===== src/shared/apwt_pkg.sv =====
// Shared constants of the autonomous periodic wakeup timer
package apwt_pkg;
  // ---------------------------------------------------------------
  // Register indices (byte address is four times the index)
  // ---------------------------------------------------------------
  localparam logic [9:0] IDX_CTRL = 10'h2F2;
  localparam logic [9:0] IDX_TRIM = 10'h2F3;
  localparam logic [9:0] IDX_RLDH = 10'h2F4;
  localparam logic [9:0] IDX_RLDL = 10'h2F5;
  localparam int ADDR_W = 12;

  // ---------------------------------------------------------------
  // Control and trim register fields
  // ---------------------------------------------------------------
  localparam int CTL_CSEL = 7;
  localparam int CTL_WSEL = 4;
  localparam int CTL_PEN = 3;
  localparam int CTL_FEN = 2;
  localparam int CTL_IEN = 1;
  localparam int CTL_FLAG = 0;
  localparam int TRIM_LSB = 2;
  localparam int TRIM_W = 6;

  // ---------------------------------------------------------------
  // Reset values
  // ---------------------------------------------------------------
  localparam logic [7:0] CTRL_RST = 8'h00;
  localparam logic [5:0] TRIM_RST = 6'h00;
  localparam logic [15:0] RLD_RST = 16'h0000;

  // ---------------------------------------------------------------
  // Timing
  // ---------------------------------------------------------------
  localparam int CLK_PERIOD_PS = 4000;
  localparam int ACLK_PERIOD_US = 100;
  localparam int ACLK_CYCLES = (ACLK_PERIOD_US * 1000000) / CLK_PERIOD_PS;
  localparam int TRIM_STEP_CYCLES = 64;

  typedef enum logic {
    APWT_IDLE,
    APWT_RUN
  } apwt_state_t;
endpackage : apwt_pkg


===== src/rtl/apwt_aclk_div.sv =====
// Trimmable divider standing in for the autonomous low-power clock
`timescale 1ns/1ps
module apwt_aclk_div #(
  parameter int BASE_CYCLES = 25000,
  parameter int STEP_CYCLES = 64
) (
  input wire logic i_clk,
  input wire logic i_srst,
  input wire logic [5:0] i_trim,
  output logic o_tick
);
  localparam int CW = $clog2(BASE_CYCLES + 33 * STEP_CYCLES + 1);

  if (BASE_CYCLES <= 32 * STEP_CYCLES) begin : g_chk
    $error("apwt_aclk_div: base period too short for the trim range");
  end

  logic [CW-1:0] cnt;
  logic [CW-1:0] limit;

  // Signed trim: negative values lengthen the period, positive shorten it
  always_comb begin
    limit = CW'(BASE_CYCLES - $signed(i_trim) * STEP_CYCLES - 1);
  end

  always_ff @(posedge i_clk) begin
    if (i_srst) begin
      cnt <= '0;
      o_tick <= 1'b0;
    end else if (cnt >= limit) begin
      cnt <= '0;
      o_tick <= 1'b1;
    end else begin
      cnt <= cnt + 1'b1;
      o_tick <= 1'b0;
    end
  end
endmodule : apwt_aclk_div


===== src/rtl/apwt_half_cnt.sv =====
// Reloading down counter that marks each half of the timeout period
`timescale 1ns/1ps
module apwt_half_cnt #(
  parameter int W = 16
) (
  input wire logic i_clk,
  input wire logic i_srst,
  input wire logic i_run,
  input wire logic i_tick,
  input wire logic [W-1:0] i_reload,
  output logic o_half
);
  if (W < 1) begin : g_chk
    $error("apwt_half_cnt: width must be positive");
  end

  logic [W-1:0] cnt;

  assign o_half = i_run && i_tick && (cnt == '0);

  // Held at the reload value while stopped so a start sees a full period
  always_ff @(posedge i_clk) begin
    if (i_srst || !i_run) begin
      cnt <= i_reload;
    end else if (i_tick) begin
      cnt <= (cnt == '0) ? i_reload : cnt - 1'b1;
    end
  end
endmodule : apwt_half_cnt


===== src/rtl/apwt_top.sv =====
// Autonomous periodic wakeup timer with APB registers
//
// The APB register port was decided locally.
`timescale 1ns/1ps
module apwt_top #(
  parameter int ACLK_CYCLES = apwt_pkg::ACLK_CYCLES,
  parameter int TRIM_STEP = apwt_pkg::TRIM_STEP_CYCLES
) (
  input wire logic i_clk,
  input wire logic i_srst,
  input wire logic i_psel,
  input wire logic i_penable,
  input wire logic i_pwrite,
  input wire logic [apwt_pkg::ADDR_W-1:0] i_paddr,
  input wire logic [31:0] i_pwdata,
  output logic [31:0] o_prdata,
  output logic o_pready,
  output logic o_pslverr,
  input wire logic [5:0] i_flash_trim,
  output logic o_irq,
  output logic o_wave_pin
);
  // ---------------------------------------------------------------
  // Registers and state
  // ---------------------------------------------------------------
  logic clk_sel;
  logic wave_sel;
  logic pin_en;
  logic feat_en;
  logic irq_en;
  logic flag;
  logic next_flag;
  logic [5:0] trim;
  logic [15:0] reload;
  logic trim_loaded;
  logic phase;
  logic square;
  logic pulse;
  logic aclk_tick;
  logic tick;
  logic half;
  logic timeout;
  apwt_pkg::apwt_state_t state;

  // ---------------------------------------------------------------
  // APB decode
  // ---------------------------------------------------------------
  logic [9:0] idx;
  logic setup;
  logic wr;
  logic hit;
  logic wr_ctrl;
  logic [7:0] wbyte;

  assign idx = i_paddr[11:2];
  assign setup = i_psel && !i_penable;
  assign wr = i_psel && i_penable && i_pwrite && o_pready;
  assign wbyte = i_pwdata[7:0];
  assign hit = (idx == apwt_pkg::IDX_CTRL) || (idx == apwt_pkg::IDX_TRIM) ||
               (idx == apwt_pkg::IDX_RLDH) || (idx == apwt_pkg::IDX_RLDL);
  assign wr_ctrl = wr && (idx == apwt_pkg::IDX_CTRL);

  // Zero wait states: ready is raised for exactly the access cycle
  always_ff @(posedge i_clk) begin
    if (i_srst) begin
      o_pready <= 1'b0;
      o_pslverr <= 1'b0;
    end else begin
      o_pready <= setup;
      o_pslverr <= setup && !hit;
    end
  end

  always_ff @(posedge i_clk) begin
    if (i_srst) begin
      o_prdata <= 32'h0000_0000;
    end else if (setup) begin
      case (idx)
        apwt_pkg::IDX_CTRL: o_prdata <= {24'h000000, clk_sel, 2'b00, wave_sel, pin_en, feat_en, irq_en, flag};
        apwt_pkg::IDX_TRIM: o_prdata <= {24'h000000, trim, 2'b00};
        apwt_pkg::IDX_RLDH: o_prdata <= {24'h000000, reload[15:8]};
        apwt_pkg::IDX_RLDL: o_prdata <= {24'h000000, reload[7:0]};
        default: o_prdata <= 32'h0000_0000;
      endcase
    end
  end

  // ---------------------------------------------------------------
  // Control register
  // ---------------------------------------------------------------
  always_ff @(posedge i_clk) begin
    if (i_srst) begin
      wave_sel <= apwt_pkg::CTRL_RST[apwt_pkg::CTL_WSEL];
      pin_en <= apwt_pkg::CTRL_RST[apwt_pkg::CTL_PEN];
      feat_en <= apwt_pkg::CTRL_RST[apwt_pkg::CTL_FEN];
      irq_en <= apwt_pkg::CTRL_RST[apwt_pkg::CTL_IEN];
    end else if (wr_ctrl) begin
      wave_sel <= wbyte[apwt_pkg::CTL_WSEL];
      pin_en <= wbyte[apwt_pkg::CTL_PEN];
      feat_en <= wbyte[apwt_pkg::CTL_FEN];
      irq_en <= wbyte[apwt_pkg::CTL_IEN];
    end
  end

  // Source may not change under a running timer, nor in the enabling write
  always_ff @(posedge i_clk) begin
    if (i_srst) begin
      clk_sel <= apwt_pkg::CTRL_RST[apwt_pkg::CTL_CSEL];
    end else if (wr_ctrl && !feat_en && !wbyte[apwt_pkg::CTL_FEN]) begin
      clk_sel <= wbyte[apwt_pkg::CTL_CSEL];
    end
  end

  // Set wins over a clear landing in the same cycle
  always_comb begin
    next_flag = flag;
    if (wr_ctrl && wbyte[apwt_pkg::CTL_FLAG]) begin
      next_flag = 1'b0;
    end
    if (timeout) begin
      next_flag = 1'b1;
    end
  end

  always_ff @(posedge i_clk) begin
    if (i_srst) begin
      flag <= apwt_pkg::CTRL_RST[apwt_pkg::CTL_FLAG];
      o_irq <= 1'b0;
    end else begin
      flag <= next_flag;
      o_irq <= next_flag && irq_en;
    end
  end

  // ---------------------------------------------------------------
  // Trim and reload registers
  // ---------------------------------------------------------------
  always_ff @(posedge i_clk) begin
    if (i_srst) begin
      trim <= apwt_pkg::TRIM_RST;
      trim_loaded <= 1'b0;
    end else if (!trim_loaded) begin
      trim <= i_flash_trim;
      trim_loaded <= 1'b1;
    end else if (wr && idx == apwt_pkg::IDX_TRIM) begin
      trim <= wbyte[apwt_pkg::TRIM_LSB +: apwt_pkg::TRIM_W];
    end
  end

  always_ff @(posedge i_clk) begin
    if (i_srst) begin
      reload <= apwt_pkg::RLD_RST;
    end else if (wr && !feat_en && idx == apwt_pkg::IDX_RLDH) begin
      reload[15:8] <= wbyte;
    end else if (wr && !feat_en && idx == apwt_pkg::IDX_RLDL) begin
      reload[7:0] <= wbyte;
    end
  end

  // ---------------------------------------------------------------
  // Timer core
  // ---------------------------------------------------------------
  apwt_aclk_div #(
    .BASE_CYCLES(ACLK_CYCLES),
    .STEP_CYCLES(TRIM_STEP)
  ) u_aclk (
    .i_clk(i_clk),
    .i_srst(i_srst),
    .i_trim(trim),
    .o_tick(aclk_tick)
  );

  assign tick = clk_sel ? 1'b1 : aclk_tick;

  apwt_half_cnt #(
    .W(16)
  ) u_cnt (
    .i_clk(i_clk),
    .i_srst(i_srst),
    .i_run(feat_en),
    .i_tick(tick),
    .i_reload(reload),
    .o_half(half)
  );

  // Two halves of reload plus one ticks make one period
  assign timeout = half && phase;

  always_ff @(posedge i_clk) begin
    if (i_srst) begin
      state <= apwt_pkg::APWT_IDLE;
      phase <= 1'b0;
    end else begin
      case (state)
        apwt_pkg::APWT_IDLE: begin
          // A half that ends in the start cycle must count, or a zero reload loses one tick
          phase <= half;
          if (feat_en) begin
            state <= apwt_pkg::APWT_RUN;
          end
        end
        apwt_pkg::APWT_RUN: begin
          if (!feat_en) begin
            state <= apwt_pkg::APWT_IDLE;
            phase <= 1'b0;
          end else if (half) begin
            phase <= !phase;
          end
        end
        default: begin
          state <= apwt_pkg::APWT_IDLE;
          phase <= 1'b0;
        end
      endcase
    end
  end

  // ---------------------------------------------------------------
  // Pin waveforms
  // ---------------------------------------------------------------
  // Pulse lasts one tick, i.e. half of the shortest period
  always_ff @(posedge i_clk) begin
    if (i_srst || !feat_en) begin
      pulse <= 1'b0;
      square <= 1'b0;
    end else begin
      if (timeout) begin
        pulse <= 1'b1;
        square <= !square;
      end else if (tick) begin
        pulse <= 1'b0;
      end
    end
  end

  always_ff @(posedge i_clk) begin
    if (i_srst) begin
      o_wave_pin <= 1'b0;
    end else begin
      o_wave_pin <= pin_en && feat_en && (wave_sel ? square : pulse);
    end
  end
endmodule : apwt_top


===== config.mk =====
export PLATFORM = sky130hd
export DESIGN_NAME = apwt_top
export DESIGN_NICKNAME = d
export VERILOG_FILES = /design/src/shared/apwt_pkg.sv /design/src/rtl/apwt_aclk_div.sv /design/src/rtl/apwt_half_cnt.sv /design/src/rtl/apwt_top.sv
export SDC_FILE = /design/constraint.sdc
export NUM_CORES = 1
export LEC_CHECK = 0
export BUFFER_PORTS_ARGS = -buffer_cell sky130_fd_sc_hd__buf_2
export CORE_ASPECT_RATIO = 0.7
export CORE_MARGIN = 2
export CORE_UTILIZATION = 55
export DETAILED_ROUTE_END_ITERATION = 8
export PLACE_DENSITY = 0.81
export REMOVE_ABC_BUFFERS = 1
export SLEW_MARGIN = 20
export SYNTH_ARGS = -nofsm -noshare
export SYNTH_HDL_FRONTEND = slang
export SYNTH_SLANG_ARGS = --single-unit

===== constraint.sdc =====
create_clock -name i_clk -period 2.8 [get_ports i_clk]
set_clock_uncertainty 0.2 [all_clocks]
set_input_delay 0.56 -clock i_clk [delete_from_list [all_inputs] [get_ports i_clk]]
set_output_delay 0.56 -clock i_clk [all_outputs]
set_load 0.02 [all_outputs]

==> reports/summary.txt <==
Post-synthesis cell area: 0.00421 mm^2
Final WL: 10000 um
Top achievable clock speed: 380 MHz
Post-synthesis sequential area ratio: 40.5%
Register-to-Register Path Depth: 8
Syn avg cell area: 9.87 um^2
GP Congestion: 0.893
Worst Hold End: reload[1]$_SDFFE_PP0P_
FP Rows: 26
Final hold vios: 0
Post-DR vias/cell: 5.97
Worst-Margin Slew: 1.00 ns
Commonest cells post-synth: 61 x dfxtp_1, 43 x nand2_1, 39 x mux2i_1
I/O Pins: 91
Worst r2r src: trim[1]$_SDFFE_PP0P_
Top cell type's share of synthesized area: 29.0%
NetSw: 0.553 mW
Residual DRC: 0
Yosys top cell by area: dfxtp_1
PortBufs: 40
Initial antenna violation count: 0
Worst hold path cell count: 2
Post-layout util: 63.3%
R2r setup slk: 0.17 ns
Largest net degree at the start of global routing: 29
Power Total: 2.26 mW
Yosys warning count: 0
Required time of the critical path: 2.86 ns
Gr ovfl total: 0
Nets: 536
Post-synth EDFFs: 16
Logic pwr share: 7.9%
Max_cap viols: 0
Crit path launch type: flip-flop
Total clock sinks: 77
Root Buffer: clkbuf_8
Max-slew headroom: 33.3%
N_diodes: 0
Die ar.: 0.00837 mm^2
Vias: 3407
Initial drt markers: 274
Critical path arrival: 2.69 ns
Status: complete, no violations
Vias in the first global route: 3211
Post-DP HPWL: 7360 um
Clock share of power: 40.9%
Leakage: 1.98 nW
Share of cells above drive strength 1: 19.5%
Core ar.: 0.00735 mm^2
Setup Total Neg Slack: 0 ns
FF-to-FF End: u_aclk.cnt[7]$_SDFF_PP0_
Pre-antenna DRT Iters: 5
H-tree Lvls: 3
Chip width: 109 um
Synth-to-layout area growth: 10.6%
Unrepaired setup endpoints after global routing: false
Clk slew on worst S/H paths: 0.08 ns
CTS tree: built
Critical path class: reg2reg
Fin crit share: 94.0%
Initial Utilization: 57.2%
Chip height: 77.2 um
Mapped Cells: 426
Final ANT Viol Nets: 0
Clock Path Buffers: 2
Post-Place Cells: 555
Setup-failing EPs final: 0
VDD IR max: 274 uV
Fin. max-slew vios: 0
First-pass GRT wire length: 16300 um
#FFs+latches synth: 77
Synth unique cells: 57
Avg WL per Cell: 17.5 um
Net Sw Frac: 24.5%
Critical hold path startpoint: reload[1]$_SDFFE_PP0P_
Worst setup EP type: flip-flop
Worst-Skew Late Latency: 0.34 ns
Num CTS Buffers: 9
Flop pwr share: 51.2%
GR Util All Layers: 24.9%
Worst hold path class: reg2reg
Async set-reset flop share out of synthesis: 0%
Internal: 1.71 mW
Top-count cell post-synth: dfxtp_1
Hold Worst Slack: 0.267 ns
Final worst path period need: 2.63 ns
Maximum fanout along the worst path: 15
Most used flip-flop cell after synthesis: dfxtp_1
Synth area leaders: dfxtp_1 29%, edfxtp_1 11%, mux2i_1 9.3%, buf_4 4.3%, ha_1 3.9%
Power Density: 485 mW/mm^2
Post-route insts no fill: 571
critical path, cell delays in order (launching register included):
cell	delay, ns
dfxtp_1	0.45
ha_1	0.23
a211oi_1	0.10
or2_2	0.29
ha_1	0.31
a41oi_1	0.22
o21ai_0	0.14
a21o_2	0.34
a211oi_1	0.25
final cells by class:
type                            count  area, um^2
Sequential cell                    77        1700
Clock inverter                      5        83.8
Clock buffer                       11         131
Multi-Input combinational cell    317        2290
Timing Repair Buffer               50         275
Inverter                           13        48.8
Fill cell                         599        2700
Tap cell                           98         123
worst max path at each step:
stage                           startpoint                   endpoint  slack (ns)  cells past startpoint
floorplan           u_cnt.cnt[6]$_DFFE_PP_    u_cnt.cnt[10]$_DFFE_PP_        0.19                      3
global placement      trim[1]$_SDFFE_PP0P_  u_aclk.cnt[14]$_SDFF_PP0_        0.22                      8
detailed placement    trim[1]$_SDFFE_PP0P_  u_aclk.cnt[14]$_SDFF_PP0_        0.16                      8
CTS                   trim[1]$_SDFFE_PP0P_  u_aclk.cnt[14]$_SDFF_PP0_        0.12                      8
global route          trim[1]$_SDFFE_PP0P_   u_aclk.cnt[7]$_SDFF_PP0_        0.01                      8
finish                trim[1]$_SDFFE_PP0P_   u_aclk.cnt[7]$_SDFF_PP0_        0.17                      8
metal layers:
layer  global-route usage, %  share of wire [%]
met5                       0                  0
met4                    6.67                1.3
met3                    4.51                8.0
met2                    36.4                 43
met1                    37.5                 48
timing repair:
action                                  in CTS  in global routing
endpoints found under the setup margin       0                 15
hold buffers                                 0                  0
gates resized for setup                      0                  1
setup buffers                                0                  0
kinds of logic (layout without fill, tap and decap cells):
group,count (synthesis),after routing,share of synthesized area [%]
xor gates and xnor gates,28,28,5.83
adders and majority gates,13,13,3.87
buffers and inverters,55,79,7.38
DFF,77,77,40.5
muxes,53,53,13.0
and+or+nand+nor,133,133,18.0
other,1,24,0.0891
AOI/OAI and AO/OA,66,66,11.4
flip-flops by register name (all words and copies together) (netlist names), 6 cells and up:
name	count
reload	16
trim	6
u_aclk.cnt	15
o_prdata	8
u_cnt.cnt	16
power by group through the flow:
stage                     registers [mW]  clock network [mW]  logic, mW
after floorplan                     1.18                   0      0.106
after global placement              1.18                   0      0.165
after detailed placement            1.18                   0      0.173
after CTS                           1.16               0.927      0.174
after global routing                1.16               0.976      0.194
final                               1.16               0.923      0.177
through the flow:
stage	instance area [um^2]	worst slack, ns
after floorplan	4030	0.189
after global placement	4440	0.219
after detailed placement	4440	0.163
after CTS	4650	0.118
after global routing	4650	0.0119
final	4650	0.167
layout by cell type (no fill, tap or decap), types with 6 or more instances in the layout:
| cell | count |
|---|---|
| nand2_1 | 43 |
| mux2i_1 | 39 |
| clkbuf_8 | 9 |
| o22ai_1 | 6 |
| a22o_1 | 8 |
| ha_1 | 13 |
| dfxtp_1 | 61 |
| buf_2 | 40 |
| inv_1 | 13 |
| mux2_2 | 14 |
| nand4_1 | 10 |
| nor2_1 | 20 |
| buf_4 | 10 |
| conb_1 | 24 |
| xnor2_1 | 11 |
| xor2_1 | 17 |
| a21oi_1 | 6 |
| a211oi_1 | 19 |
| nand3_1 | 12 |
| edfxtp_1 | 16 |
| nor4_1 | 6 |
Power figures use the tool's default switching activity.
